<file path="src/design/t2c_pkg.sv">
// Constants, register layout and field types for the timer 2 control block
package t2c_pkg;
   // Register addresses on the special function port
   localparam logic [7:0] ADDR_CONTROL = 8'hC8;
   localparam logic [7:0] ADDR_MODE = 8'hC9;
   localparam logic [7:0] ADDR_CAP_LOW = 8'hCA;
   localparam logic [7:0] ADDR_CAP_HIGH = 8'hCB;
   localparam logic [7:0] ADDR_CNT_LOW = 8'hCC;
   localparam logic [7:0] ADDR_CNT_HIGH = 8'hCD;
   // Mode register field positions
   localparam int MODE_DOWN_BIT = 0;
   localparam int MODE_ONE_BIT = 2;
   localparam int MODE_AUTO_CLEAR_BIT = 3;
   // Reset values and the counter top value
   localparam logic [7:0] CONTROL_RESET = 8'h00;
   localparam logic [15:0] COUNT_RESET = 16'h0000;
   localparam logic [15:0] COUNT_TOP = 16'hFFFF;
   localparam logic [7:0] READ_IDLE = 8'h00;
   // Timer prescale in clocks per tick for each speed select value
   localparam logic [3:0] DIV_SLOW = 4'hC;
   localparam logic [3:0] DIV_FAST = 4'h4;
   localparam logic [3:0] DIV_ONE = 4'h1;
   // Serial modes with a variable time-base have mode bit 0 set
   localparam int SERIAL_VAR_BIT = 0;
   // Number of synchronised pins: trigger and count input
   localparam int PIN_COUNT = 2;
   localparam int PIN_TRIGGER = 0;
   localparam int PIN_COUNT_IN = 1;

   // Control register, bit 7 down to bit 0
   typedef struct packed {
      logic overflow_flag;
      logic external_flag;
      logic rx_baud_source_select;
      logic tx_baud_source_select;
      logic external_trigger_enable;
      logic run_control;
      logic counter_timer_select;
      logic capture_reload_select;
   } t2c_control_type;

   // Register port request from the core
   typedef struct packed {
      logic [7:0] addr;
      logic [7:0] wdata;
      logic wr;
      logic rd;
   } t2c_req_type;
endpackage

</file>
<file path="src/design/t2c_timer2.sv">
// Timer 2 control, capture, reload and baud time-base logic
`timescale 1ns/100ps
`default_nettype none
module t2c_timer2 (
   input wire logic clk_i,
   input wire logic rst_n_i,
   input wire t2c_pkg::t2c_req_type req_i,
   output logic [7:0] rdata_o,
   input wire logic timer_speed_select_i,
   input wire logic [1:0] serial_mode_i,
   input wire logic timer1_overflow_i,
   input wire logic external_trigger_pin_i,
   input wire logic count_input_pin_i,
   output logic overflow_flag_o,
   output logic external_flag_o,
   output logic timer_irq_o,
   output logic rx_baud_tick_o,
   output logic tx_baud_tick_o
);
   import t2c_pkg::*;

   ////////////////////////////////////////////////////////////////////////////
   // Pin synchronisers and falling edge detect
   logic [PIN_COUNT-1:0] pin_raw;
   logic [PIN_COUNT-1:0] sync_a;
   logic [PIN_COUNT-1:0] sync_b;
   logic [PIN_COUNT-1:0] sync_c;
   logic [PIN_COUNT-1:0] pin_level;
   logic [PIN_COUNT-1:0] pin_fall;

   assign pin_raw = {count_input_pin_i, external_trigger_pin_i};

   genvar gi;
   generate
      for (gi = 0; gi < PIN_COUNT; gi++) begin : g_pin
         // Pins idle high, so reset to one to avoid a false edge
         always_ff @(posedge clk_i or negedge rst_n_i) begin
            if (!rst_n_i) begin
               sync_a[gi] <= 1'b1;
               sync_b[gi] <= 1'b1;
               sync_c[gi] <= 1'b1;
               pin_level[gi] <= 1'b1;
            end else begin
               sync_a[gi] <= pin_raw[gi];
               sync_b[gi] <= sync_a[gi];
               sync_c[gi] <= sync_b[gi];
               if (sync_b[gi] == sync_c[gi]) begin
                  pin_level[gi] <= sync_c[gi];
               end
            end
         end
         // Edge counts once the two late stages agree low
         assign pin_fall[gi] = pin_level[gi] & ~sync_b[gi] & ~sync_c[gi];
      end
   endgenerate

   ////////////////////////////////////////////////////////////////////////////
   // Registers
   t2c_control_type ctrl;
   logic down_count_enable;
   logic capture_auto_clear;
   logic [15:0] cnt;
   logic [15:0] cap;
   logic [3:0] pre_cnt;
   logic half_q;

   // Write decode
   logic ctrl_wr;
   logic mode_wr;
   logic cap_lo_wr;
   logic cap_hi_wr;
   logic cnt_lo_wr;
   logic cnt_hi_wr;
   assign ctrl_wr = req_i.wr && (req_i.addr == ADDR_CONTROL);
   assign mode_wr = req_i.wr && (req_i.addr == ADDR_MODE);
   assign cap_lo_wr = req_i.wr && (req_i.addr == ADDR_CAP_LOW);
   assign cap_hi_wr = req_i.wr && (req_i.addr == ADDR_CAP_HIGH);
   assign cnt_lo_wr = req_i.wr && (req_i.addr == ADDR_CNT_LOW);
   assign cnt_hi_wr = req_i.wr && (req_i.addr == ADDR_CNT_HIGH);

   ////////////////////////////////////////////////////////////////////////////
   // Mode decode
   logic baud_mode;
   logic down_mode;
   logic count_down;
   assign baud_mode = ctrl.rx_baud_source_select | ctrl.tx_baud_source_select;
   // Direction only matters in plain auto-reload mode
   assign down_mode = down_count_enable & ~ctrl.capture_reload_select & ~baud_mode;
   assign count_down = down_mode & ~pin_level[PIN_TRIGGER];

   // Prescaler for timer mode; speed select picks the divisor
   logic [3:0] pre_limit;
   logic pre_pulse;
   assign pre_limit = (timer_speed_select_i ? DIV_FAST : DIV_SLOW) - DIV_ONE;
   assign pre_pulse = (pre_cnt == pre_limit);

   // One tick source per mode; baud mode ignores the select bit
   logic tmr_tick;
   logic tick_src;
   assign tick_src = baud_mode ? half_q :
                     (ctrl.counter_timer_select ? pin_fall[PIN_COUNT_IN] : pre_pulse);
   assign tmr_tick = ctrl.run_control & tick_src;

   // Overflow up at the top, and down at the capture value
   logic up_ovf;
   logic dn_ovf;
   logic ovf;
   assign up_ovf = tmr_tick & ~count_down & (cnt == COUNT_TOP);
   assign dn_ovf = tmr_tick & count_down & (cnt == cap);
   assign ovf = up_ovf | dn_ovf;

   // Trigger edge only acts outside baud and down-count modes
   logic trig_take;
   logic do_capture;
   logic do_reload;
   assign trig_take = pin_fall[PIN_TRIGGER] & ctrl.external_trigger_enable
                      & ~baud_mode & ~down_mode;
   assign do_capture = trig_take & ctrl.capture_reload_select;
   assign do_reload = (trig_take & ~ctrl.capture_reload_select)
                      | (up_ovf & (baud_mode | ~ctrl.capture_reload_select));

   ////////////////////////////////////////////////////////////////////////////
   // Next counter and capture values
   logic [15:0] step_cnt;
   logic [15:0] hw_cnt;
   logic [15:0] next_cnt;
   logic [15:0] next_cap;
   assign step_cnt = count_down ? (cnt - 16'h0001) : (cnt + 16'h0001);
   // Auto-clear wins, then reload, then the down wrap, then a plain step
   assign hw_cnt = (do_capture & capture_auto_clear) ? COUNT_RESET :
                   do_reload ? cap :
                   dn_ovf ? COUNT_TOP :
                   tmr_tick ? step_cnt : cnt;
   // Software byte writes override the hardware value
   assign next_cnt = {cnt_hi_wr ? req_i.wdata : hw_cnt[15:8],
                      cnt_lo_wr ? req_i.wdata : hw_cnt[7:0]};
   // Capture beats a software write in the same cycle, so no event is lost
   assign next_cap = do_capture ? cnt :
                     {cap_hi_wr ? req_i.wdata : cap[15:8],
                      cap_lo_wr ? req_i.wdata : cap[7:0]};

   ////////////////////////////////////////////////////////////////////////////
   // Next control value; hardware set wins over a software clear
   t2c_control_type wr_ctrl;
   t2c_control_type next_ctrl;
   logic ovf_set;
   logic ext_toggle;
   assign wr_ctrl = ctrl_wr ? t2c_control_type'(req_i.wdata) : ctrl;
   assign ovf_set = ovf & ~baud_mode;
   // In down-count mode each overflow flips the external flag
   assign ext_toggle = ovf & down_mode;
   always_comb begin
      next_ctrl = wr_ctrl;
      next_ctrl.overflow_flag = wr_ctrl.overflow_flag | ovf_set;
      next_ctrl.external_flag = (wr_ctrl.external_flag ^ ext_toggle) | trig_take;
   end

   // Time-base choice for serial modes 1 and 3 only
   logic var_mode;
   logic timer2_baud_ovf;
   logic next_rx_tick;
   logic next_tx_tick;
   assign var_mode = serial_mode_i[SERIAL_VAR_BIT];
   assign timer2_baud_ovf = ovf & baud_mode;
   assign next_rx_tick = var_mode & (ctrl.rx_baud_source_select ? timer2_baud_ovf
                                                              : timer1_overflow_i);
   assign next_tx_tick = var_mode & (ctrl.tx_baud_source_select ? timer2_baud_ovf
                                                              : timer1_overflow_i);

   // Read selection; unmapped addresses read zero
   logic [7:0] mode_rd;
   logic [7:0] rd_mux;
   always_comb begin
      mode_rd = READ_IDLE;
      mode_rd[MODE_DOWN_BIT] = down_count_enable;
      mode_rd[MODE_ONE_BIT] = 1'b1;
      mode_rd[MODE_AUTO_CLEAR_BIT] = capture_auto_clear;
   end
   assign rd_mux = (req_i.addr == ADDR_CONTROL) ? ctrl :
                   (req_i.addr == ADDR_MODE) ? mode_rd :
                   (req_i.addr == ADDR_CAP_LOW) ? cap[7:0] :
                   (req_i.addr == ADDR_CAP_HIGH) ? cap[15:8] :
                   (req_i.addr == ADDR_CNT_LOW) ? cnt[7:0] :
                   (req_i.addr == ADDR_CNT_HIGH) ? cnt[15:8] : READ_IDLE;

   ////////////////////////////////////////////////////////////////////////////
   // Timer state
   always_ff @(posedge clk_i or negedge rst_n_i) begin
      if (!rst_n_i) begin
         ctrl <= t2c_control_type'(CONTROL_RESET);
         cnt <= COUNT_RESET;
         cap <= COUNT_RESET;
      end else begin
         ctrl <= next_ctrl;
         cnt <= next_cnt;
         cap <= next_cap;
      end
   end

   // Mode bits written by software only
   always_ff @(posedge clk_i or negedge rst_n_i) begin
      if (!rst_n_i) begin
         down_count_enable <= 1'b0;
         capture_auto_clear <= 1'b0;
      end else if (mode_wr) begin
         down_count_enable <= req_i.wdata[MODE_DOWN_BIT];
         capture_auto_clear <= req_i.wdata[MODE_AUTO_CLEAR_BIT];
      end
   end

   // Dividers run freely so the rate does not depend on run control
   always_ff @(posedge clk_i or negedge rst_n_i) begin
      if (!rst_n_i) begin
         pre_cnt <= 4'h0;
         half_q <= 1'b0;
      end else begin
         pre_cnt <= pre_pulse ? 4'h0 : (pre_cnt + 4'h1);
         half_q <= ~half_q;
      end
   end

   // Registered outputs and one-cycle-late read data
   always_ff @(posedge clk_i or negedge rst_n_i) begin
      if (!rst_n_i) begin
         rdata_o <= READ_IDLE;
         timer_irq_o <= 1'b0;
         rx_baud_tick_o <= 1'b0;
         tx_baud_tick_o <= 1'b0;
      end else begin
         rdata_o <= req_i.rd ? rd_mux : READ_IDLE;
         // Enable gating is done by the interrupt controller
         timer_irq_o <= ctrl.overflow_flag | ctrl.external_flag;
         rx_baud_tick_o <= next_rx_tick;
         tx_baud_tick_o <= next_tx_tick;
      end
   end

   assign overflow_flag_o = ctrl.overflow_flag;
   assign external_flag_o = ctrl.external_flag;

   logic cnt_sw_wr;
   assign cnt_sw_wr = cnt_lo_wr | cnt_hi_wr;
endmodule
`default_nettype wire

</file>
<file path="config.mk">
export PLATFORM = sky130hd
export DESIGN_NAME = t2c_timer2
export DESIGN_NICKNAME = d
export VERILOG_FILES = /design/src/design/t2c_pkg.sv /design/src/design/t2c_timer2.sv
export SDC_FILE = /design/constraint.sdc
export NUM_CORES = 1
export LEC_CHECK = 0
export BUFFER_PORTS_ARGS = -buffer_cell sky130_fd_sc_hd__buf_2
export CAP_MARGIN = 40
export CORE_ASPECT_RATIO = 0.8
export CORE_MARGIN = 2
export CORE_UTILIZATION = 54
export DETAILED_ROUTE_END_ITERATION = 12
export GPL_TIMING_DRIVEN = 0
export PLACE_DENSITY = 0.76
export REMOVE_ABC_BUFFERS = 1
export SYNTH_ARGS = -nofsm -noshare
export SYNTH_HDL_FRONTEND = slang
export SYNTH_SLANG_ARGS = --single-unit
export TNS_END_PERCENT = 50
</file>
<file path="constraint.sdc">
create_clock -name clk_i -period 2.8 [get_ports clk_i]
set_clock_uncertainty 0.15 [all_clocks]
set_input_delay 0.7 -clock clk_i [delete_from_list [all_inputs] [get_ports clk_i]]
set_output_delay 0.7 -clock clk_i [all_outputs]
set_load 0.01 [all_outputs]
</file>
==> results of run 1 <==
==> cell usage after synthesis, types with 10 or more instances <==
cell / count / area [um^2]
a22oi_1: 10 / 75.1
o21ai_0: 36 / 180
nor4_1: 11 / 68.8
dfrtp_1: 58 / 1450
inv_1: 10 / 37.5
xnor2_1: 30 / 263
nand2_1: 53 / 199
nor2_1: 30 / 113
mux2i_1: 29 / 290
nand4_1: 10 / 62.6
a21oi_1: 16 / 80.1
nor3_1: 17 / 85.1
nand3_1: 17 / 85.1
clkbuf_1: 27 / 101
==> how the worst max path moves through the flow <==
stage / end / cells past startpoint / startpoint
finish: cnt[14] / 11 / ctrl[5]
floorplan: cnt[6] / 6 / ctrl[5]
CTS: cnt[14] / 11 / ctrl[4]
global route: cnt[14] / 11 / ctrl[5]
detailed placement: cnt[14] / 11 / ctrl[5]
global placement: cnt[7] / 7 / req_i[10]
==> registers in the layout, summed over array words and instances (netlist names), 2 cells and up <==
name and cells:
pre_cnt 4, ctrl 6, rdata_o 8, sync_a 2, cap 16, cnt 16, sync_b 2, pin_level 2
sync_c 2
==> what timing repair did <==
item,CTS,global route
buffers inserted,8,10
pin swaps,8,5
resized for setup,28,19
setup endpoints to repair,28,24
==> metal layers <==
metal | vias up | routed length, um | part of all wire, % | global-route usage [%]
li1 | 1843 | - | - | -
met1 | 2032 | 6000 | 44 | 47.0
met2 | 228 | 5950 | 43 | 47.1
met3 | 43 | 1260 | 9.2 | 6.25
met4 | 0 | 495 | 3.6 | 13.0
met5 | - | 0 | 0 | 0
==> worst max-delay path: stages, from the launching register on <==
cell       delay, ns
dfrtp_2         0.45
nor2_4          0.28
nand2_4         0.09
xnor2_1         0.15
ha_2            0.26
and2_4          0.18
o2111ai_2       0.16
nor3_1          0.19
a21oi_1         0.07
xnor2_1         0.13
or4_1           0.40
o211a_1         0.16
==> per-stage QoR <==
step	TNS, ns	cell area [um^2]
5_1_grt	-0.150	5050
3_5_place_dp	-14.73	4520
4_1_cts	-0.100	4900
2_1_floorplan	-5.86	4140
3_3_place_gp	-32.24	4460
6_report	0	5050
==> final cells by class <==
class | count | area (um^2) | share of cell area, %
clock inverter | 7 | 109 | 2.15
clock buffer | 9 | 124 | 2.45
timing repair buffer | 60 | 362 | 7.16
inverter | 10 | 37.5 | 0.743
sequential | 66 | 1680 | 33.2
multi-input combinational | 372 | 2610 | 51.6
tap | 108 | 135 | 2.67
==> logic make-up after synthesis <==
logic type / Yosys count
adder cells (fa/ha/maj): 4
AND/OR/NAND/NOR: 189
buffers and inverters: 43
multiplexers: 38
flip-flops: 66
AO/OA/AOI/OAI: 111
XOR/XNOR: 30
==> power by group <==
part           total (uW)  internal (uW)  switching (uW)
Clock                 966            522             444
Sequential           1480           1110             372
Combinational         882            431             451
==> summary.txt, run 1 <==
Clock network
  • Clock Pin Slew Worst Setup and Hold Paths: 0.09 ns
  • Clock Path Buffers: 2
  • Clk_lat worst skew: about 0.35 ns
  • Clock Sinks: 66
  • CTS buffer count: 9
  • H-tree Lvls: 3
  • Clk root buf: clkbuf_8
  • Hold Buf Count CTS: 0
  • CTS tree: yes

Setup path
  • WS Path Type: reg2reg
  • Critical path endpoint category: flop
  • Reg2Reg Launch Point: ctrl[5]
  • R2r worst-path depth: 11
  • Worst Setup Start Kind: flop
  • Critical Path RT: 2.88 ns
  • Reg2Reg Setup Slack: 0.02 ns
  • Worst Path Arrival: between 2 and 3 ns
  • Crit-path max FO: 6
  • Reg-to-reg endpoint: cnt[14]

Hold path
  • Worst min-delay path category: reg2reg
  • Hold EP: sync_b[1]
  • Hold Path Depth: 0
  • Hold_sp: sync_a[1]

Layout
  • Fillers: between 600 and 700
  • Antenna diode count: 0
  • Synthesis-to-layout area growth: 18.1%
  • Final nets: around 550
  • Finished Layout Cells: approximately 630
  • Commonest non-fill, non-tap cells in the layout: nand2_1, dfrtp_1, buf_2
  • Share of layout cells above drive strength 1: between 20% and 30%
  • Core Util, Final: around two thirds
  • Most common cell after layout, fill and taps aside: nand2_1

Placed design
  • Port Buffers: 37
  • Inst Count DP: between 500 and 600
  • DP HPWL: between 9000 and 10000 um
  • Final RePlAce weighted congestion: about 1
  • Pre-CTS setup slack: -1.12 ns

Drt
  • Via count: 4146
  • Avg WL per Cell: 21.7 um
  • ANT nets after route: 0
  • DRT Pass-1 Iters: 6
  • Drt initial violations: between 500 and 600
  • Total Routed Length: roughly 14000 um
  • Post-DR vias/cell: 6.56
  • Remaining DRCs: 0

Logic synthesis
  • Synth Area per Inst: 8.90 um^2
  • Cell Area, Synth: around 4300 um^2
  • Seq/Total Area, Yosys: 38.8%
  • Simple-gate share of the synthesized area: 23.7%
  • Xor and xnor area share after synthesis: 6.14%
  • Synth Flop Type: dfrtp_1
  • Mux contribution to synthesized area: under 10%
  • Adder-Cell Fraction of Synth Area: 1.05%
  • Ys async rst share: 100%
  • Synth Register Bits: 66
  • Compound-Gate Fraction of Synth Area: between 15 and 20%
  • Distinct cell type count after synthesis: 60
  • Post-synth EDFFs: 0
  • Main combinational cell family by area after synthesis: simple AND/OR/NAND/NOR gates
  • Cells after Synth: 481
  • Yosys warns: 0

Timing
  • Rel. slew slack: between 40 and 50%
  • Final Max Slew Viols: 0
  • Final hold slack: 0.209 ns
  • RSZ-0062 raised after global routing: yes
  • Finish-stage setup viols: 0
  • Fin crit share: 99.4%
  • Final Hold Viols: 0
  • Fmax: 0.359 GHz
  • Least-Margin Pin Slew: between 0.8 and 0.9 ns
  • Min Tclk post-route: roughly 2.8 ns
  • Final worst slack: roughly 0.016 ns

Floorplan
  • Core area: roughly 8000 um^2
  • Top-level I/O count: 39
  • Die width: roughly 100 um
  • Total die area: 8660 um^2
  • Starting Density: a little over half
  • Row count: 29
  • Chip Height: about 84 um

Job
  • MaxCap Viol Count: 0

GRT
  • Largest net degree at the start of global routing: 67
  • Initial antenna violation count: 0
  • Total GRT Usage: roughly 32%
  • Gr ovfl total: 0
  • First-pass GRT wire length: 21600 um
  • Vias in the first global route: 3894

Power and ir drop
  • VDD IR max: 0.407 mV
  • PwrDens: approximately 660 nW/um^2
  • Leakage: 0.00197 uW
  • Total power draw: around 3300 uW

Outcome
  • Outcome: finished, final reports clean
Power figures use the tool's default switching activity.
==> inputs of run 2 (changes only) <==
- ABC_AREA: not set -> 1
- CORE_UTILIZATION: 54 -> 45
- PLACE_DENSITY: 0.76 -> 0.65
==> run 2 against run 1 <==
Net effect: register-to-register slack better by 0.11 ns; combinational power up 43%; synthesized area increased by 9.1%; critical path type unchanged.
==> summary.txt, run 2 <==
Setup path
  • R2r worst-path depth: 9
  • WS Path Type: reg2reg
  • Worst Path Arrival: 2.71 ns
  • Slowest cell on the critical path: dfrtp_1
  • Reg2Reg Launch Point: ctrl[4]
  • Worst path most repeated cell: nand2_1
  • Worst Setup Start Kind: flop
  • Crit-path max FO: 26
  • Critical Path RT: ~2.8 ns
  • Reg2Reg Setup Slack: ~0.12 ns
  • Critical path endpoint category: flop
  • Largest stage delay on the critical path: between 0.4 and 0.5 ns
  • Reg-to-reg endpoint: cap[12]
  • Critical path cell sequence: nor2_4 > buf_4 > nand4_1 > inv_1 > nand2_2 > nand2_1 > clkinv_1 > nand2_1 > o221ai_1

Layout
  • Commonest non-fill, non-tap cells in the layout: nand2_1, inv_1, nor2_1
  • Fillers: 1036
  • Synthesis-to-layout area growth: 15.4%
  • Antenna diode count: 0
  • Final nets: about 750
  • Share of layout cells above drive strength 1: 16.8%
  • Most common cell after layout, fill and taps aside: nand2_1
  • Top flop regs: cap (16), cnt (16), rdata_o (8)

GRT
  • Met1 Use GR: between 40% and 50%
  • Busiest grt layer: met1
  • Largest net degree at the start of global routing: 49
  • Met3 Resource Use GR: ~6.3%
  • First-pass GRT wire length: 24300 um
  • Vias in the first global route: 4534
  • Gr ovfl total: 0
  • Total GRT Usage: ~28%
  • Met2 global-route usage: approximately two fifths
  • Initial antenna violation count: 0

Clock network
  • CTS tree: yes
  • Hold Buf Count CTS: 0
  • Clock Pin Slew Worst Setup and Hold Paths: about 0.06 ns
  • Clock Sinks: between 60 and 70
  • H-tree Lvls: 3
  • Clk root buf: clkbuf_16
  • Clock Path Buffers: 2
  • CTS buffer count: 9
  • Clk_lat worst skew: roughly 0.33 ns

Timing
  • Least-Margin Pin Slew: between 0.4 and 0.5 ns
  • Rel. slew slack: between 60 and 70%
  • Finish-stage setup viols: 0
  • Final Hold Viols: 0
  • Fin Setup TNS: 0 ns
  • Fmax: ~0.37 GHz
  • Fin crit share: between 90% and 100%
  • Min Tclk post-route: roughly 2.7 ns
  • Final Max Slew Viols: 0
  • Final worst slack: between 0.1 and 0.15 ns

Floorplan
  • Die width: approximately 120 um
  • Total die area: approximately 11000 um^2
  • Starting Density: a little under half
  • Row count: 33
  • Core area: about 10000 um^2
  • Top-level I/O count: 39
  • Chip Height: between 90 and 100 um

Drt
  • ANT nets after route: 0
  • DRT Pass-1 Iters: 5
  • Drt initial violations: 700
  • Remaining DRCs: 0
  • Post-DR vias/cell: about 5.7
  • Via count: approximately 5000
  • Total Routed Length: about 15000 um
  • Avg WL per Cell: ~18 um

Logic synthesis
  • Most common cell in the netlist: nand2_1
  • Synth Flop Type: dfrtp_1
  • Seq/Total Area, Yosys: between 30% and 40%
  • Cell Area, Synth: ~4700 um^2
  • Ys async rst share: 100%
  • Post-synth EDFFs: 0
  • Synth Register Bits: 66
  • Cells after Synth: ~680
  • Yosys warns: 0
  • Area contributors post-synth: dfrtp_1, nand2_1, inv_1
  • Distinct cell type count after synthesis: 38
  • Synth Area per Inst: about 6.9 um^2
  • Largest area contributor in the netlist: dfrtp_1
  • Area share of the largest cell type after synthesis: a little under a third
  • Top post-synthesis cells by count: nand2_1, inv_1, nor2_1, dfrtp_1, a21oi_1

Job
  • MaxCap Viol Count: 0

Placed design
  • DP HPWL: 11500 um
  • Pre-CTS setup slack: -0.289 ns
  • Port Buffers: 37
  • Final RePlAce weighted congestion: between 0.9 and 1

Outcome
  • Outcome: finished, final reports clean

Power and ir drop
  • VDD IR max: 0.530 mV
  • Leakage: ~0.0028 uW
  • PwrDens: between 700 and 800 nW/um^2

Hold path
  • Worst min-delay path category: in2async
run 2: layout make-up:
type	instances	area, um^2	area share, %
multi-input combinational	495	2560	47.5
sequential	66	1660	30.8
inverter	100	375	6.97
timing repair buffer	48	303	5.62
clock inverter	4	48.8	0.906
tap	140	175	3.25
clock buffer	12	267	4.95
run 2: worst max-delay path by stage:
stage               startpoint       to  slack, ns  cells after the start
floorplan            req_i[15]   cap[0]       0.43                      9
global placement     req_i[15]   cap[6]      -0.21                     10
detailed placement   req_i[15]   cap[0]      -0.29                     10
CTS                    ctrl[5]  cap[11]       0.02                      8
global route           ctrl[4]   cap[2]      -0.01                      9
finish                 ctrl[4]  cap[12]       0.12                      9
run 2: timing repair:
action / CTS / global route
setup buffers: 0 / 10
resized for setup: 0 / 2
setup endpoints to repair: 0 / 29
run 2: stage by stage:
step	power (uW)	hold WS [ns]	util [%]	std cells	cell area, um^2
after floorplan	2190	0.195	-	660	4580
after global placement	2600	0.197	48.6	837	4940
after detailed placement	2620	0.198	48.9	838	4970
after CTS	3810	0.107	52.0	854	5280
after global routing	4090	0.121	53.0	865	5390
final	3840	0.104	53.0	865	5390
run 2: worst max-delay path, delay by kind of cell (launching register included):
kind,cells,cell delay [ns]
flip-flops,1,0.48
AO/OA/AOI/OAI,1,0.14
buffers and inverters,3,0.63
AND/OR/NAND/NOR,5,1.12
run 2: power by group:
| group | total (uW) | leakage (uW) | switching (uW) | internal [uW] |
|---|---|---|---|---|
| logic | 1260 | 0.00188 | 861 | 398 |
| registers | 1410 | 0.000776 | 293 | 1120 |
| clock network | 1170 | 0.000159 | 413 | 760 |
run 2: kinds of logic (layout without fill, tap and decap cells):
group | after synthesis | count (layout) | share of synthesized area, %
simple gates | 349 | 350 | 33.4
buf+inv | 115 | 164 | 10.0
flops | 66 | 66 | 35.6
compound gates | 135 | 135 | 18.9
fa+ha+maj | 2 | 2 | 0.536
xor+xnor | 8 | 8 | 1.50
run 2: per-layer routing:
metal  up-vias  routed length (um)
li1       2350                   -
met5         -                   0
met2       255                6320
met3        28                1600
met1      2327                7120
met4         0                 316
==> inputs of run 3 (changes only) <==
- SETUP_SLACK_MARGIN: not set -> 0.15
==> run 3 against run 2 <==
Net effect: first-iteration DRC count up 7.9%; cell area is 1.4% higher; cell count grew 0.69%; clock-buffer cell count stayed put; hold slack improved by 0.0025 ns; non-clock buffer count increased by 6; die area is the same; sequential power barely moved; critical path type is now in2reg; critical endpoint is now cap[11]; largest cell class unchanged.
==> summary.txt, run 3 (synthesized netlist as in run 2, its figures left out) <==
Power and ir drop
  • Seq pwr share: a little over a third
  • Combinational share of power: between 30% and 40%
  • Sw frac: 40.9%
  • Switching power: about 1600 uW
  • VDD IR max: between 0.5 and 0.6 mV
  • Total power draw: roughly 3900 uW
  • Internal power: roughly 2300 uW
  • Clock share of power: a little under a third
  • Leakage: approximately 0.0029 uW
  • PwrDens: 707 nW/um^2

Drt
  • Avg WL per Cell: 17.9 um
  • ANT nets after route: 0
  • Post-DR vias/cell: ~5.7
  • Via count: 4985
  • Drt initial violations: between 700 and 800
  • Remaining DRCs: 0
  • DRT Pass-1 Iters: 6
  • Total Routed Length: roughly 16000 um

Floorplan
  • Starting Density: a little under half
  • Top-level I/O count: 39
  • Total die area: 11200 um^2
  • Row count: 33
  • Core area: just over 10000 um^2
  • Die width: 118 um
  • Chip Height: approximately 95 um

GRT
  • Vias in the first global route: about 4600
  • First-pass GRT wire length: between 20000 and 25000 um
  • Largest net degree at the start of global routing: just under 50
  • Total GRT Usage: 29.0%
  • Gr ovfl total: 0
  • Initial antenna violation count: 0

Timing
  • Fin crit share: ~90%
  • Finish-stage setup viols: 0
  • RSZ-0062 raised after global routing: yes
  • Least-Margin Pin Slew: ~0.46 ns
  • Final Max Slew Viols: 0
  • Final worst slack: between 0.2 and 0.25 ns
  • Final Hold Viols: 0
  • Fmax: roughly 0.39 GHz
  • Rel. slew slack: ~69%
  • Min Tclk post-route: ~2.6 ns

Setup path
  • Reg-to-reg endpoint: cnt[8]
  • WS Path Type: in2reg
  • Critical path endpoint category: flop
  • Worst Path Arrival: roughly 2.6 ns
  • R2r worst-path depth: 16
  • Reg2Reg Setup Slack: between 0.3 and 0.4 ns
  • Reg2Reg Launch Point: ctrl[5]
  • Critical Path RT: 2.84 ns
  • Crit-path max FO: 10
  • Worst Setup Start Kind: input pin

Layout
  • Finished Layout Cells: 871
  • Synthesis-to-layout area growth: 17.0%
  • Antenna diode count: 0
  • Fillers: between 1000 and 1500
  • Final nets: about 750
  • Most common cell after layout, fill and taps aside: nand2_1
  • Commonest non-fill, non-tap cells in the layout: nand2_1, inv_1, nor2_1
  • Top flop regs: cap (16), cnt (16), rdata_o (8)
  • Share of layout cells above drive strength 1: a little under a fifth
  • Fin area: approximately 5500 um^2

Clock network
  • CTS buffer count: 9
  • Clk root buf: clkbuf_16
  • Clock Pin Slew Worst Setup and Hold Paths: about 0.050 ns
  • CTS tree: yes
  • Clock Sinks: 66
  • Clk_lat worst skew: roughly 0.33 ns
  • H-tree Lvls: 3
  • Clock Path Buffers: 2

Placed design
  • Final RePlAce weighted congestion: 0.945
  • Port Buffers: 37
  • Pre-CTS setup slack: -0.289 ns
  • Dpl cell area: around 5000 um^2
  • DP HPWL: ~12000 um
  • Inst Count DP: 838

Outcome
  • Outcome: finished, final reports clean

Hold path
  • Worst min-delay path category: in2async

Job
  • MaxCap Viol Count: 0
run 3: per-stage QoR:
stage	util [%]	hold slack (ns)	setup TNS, ns
after floorplan	-	0.195	0
final	53.8	0.106	0
after CTS	52.4	0.107	0
after detailed placement	48.9	0.198	-3.94
after global placement	48.6	0.197	-2.93
after global routing	53.8	0.123	0
run 3: how the worst max path moves through the flow:
stage,end,start,slack [ns],depth (start not counted)
2_1_floorplan,cap[0],req_i[15],0.43,9
3_3_place_gp,cap[6],req_i[15],-0.21,10
3_5_place_dp,cap[0],req_i[15],-0.29,10
4_1_cts,cnt[12],ctrl[0],0.17,16
5_1_grt,cnt[12],ctrl[5],0.11,15
6_report,cap[11],req_i[15],0.22,10
run 3: what timing repair did:
| action | CTS | global route |
|---|---|---|
| hold buffers | 0 | 0 |
| gates cloned | 1 | 0 |
| endpoints found under the setup margin | 25 | 32 |
| gates resized for setup | 1 | 10 |
| pin swaps | 4 | 5 |
| setup buffers | 4 | 12 |
run 3: worst max-delay path: stages:
cell	delay, ns
buf_2	0.10
nor2_1	0.08
and3_1	0.30
nand4_1	0.31
inv_1	0.20
nand2_1	0.23
nand2_1	0.13
clkinv_1	0.29
nand2_1	0.16
o221ai_1	0.13
run 3: power groups by stage:
| stage | combinational (uW) | sequential [uW] | clock [uW] |
|---|---|---|---|
| floorplan | 892 | 1300 | 0 |
| global placement | 1190 | 1410 | 0 |
| detailed placement | 1210 | 1410 | 0 |
| CTS | 1230 | 1390 | 1190 |
| global route | 1430 | 1440 | 1240 |
| finish | 1270 | 1410 | 1170 |
run 3: area by class of cell:
cell class              count  area (um^2)  area share (%)
clock buffers              12          267            4.88
clock inverters             4         48.8           0.893
inverters                 100          378            6.92
multi-input cells         495         2580            47.2
flip-flops and latches     66         1670            30.5
well taps                 140          175            3.21
repair buffers             54          348            6.37
run 3: metal layers:
metal | GRT usage, % | vias to the layer above | routed length (um)
met5 | 0 | - | 0
met4 | 9.04 | 0 | 321
met3 | 6.94 | 29 | 1680
met2 | 41.5 | 254 | 6370
met1 | 43.0 | 2332 | 7190
li1 | - | 2370 | -
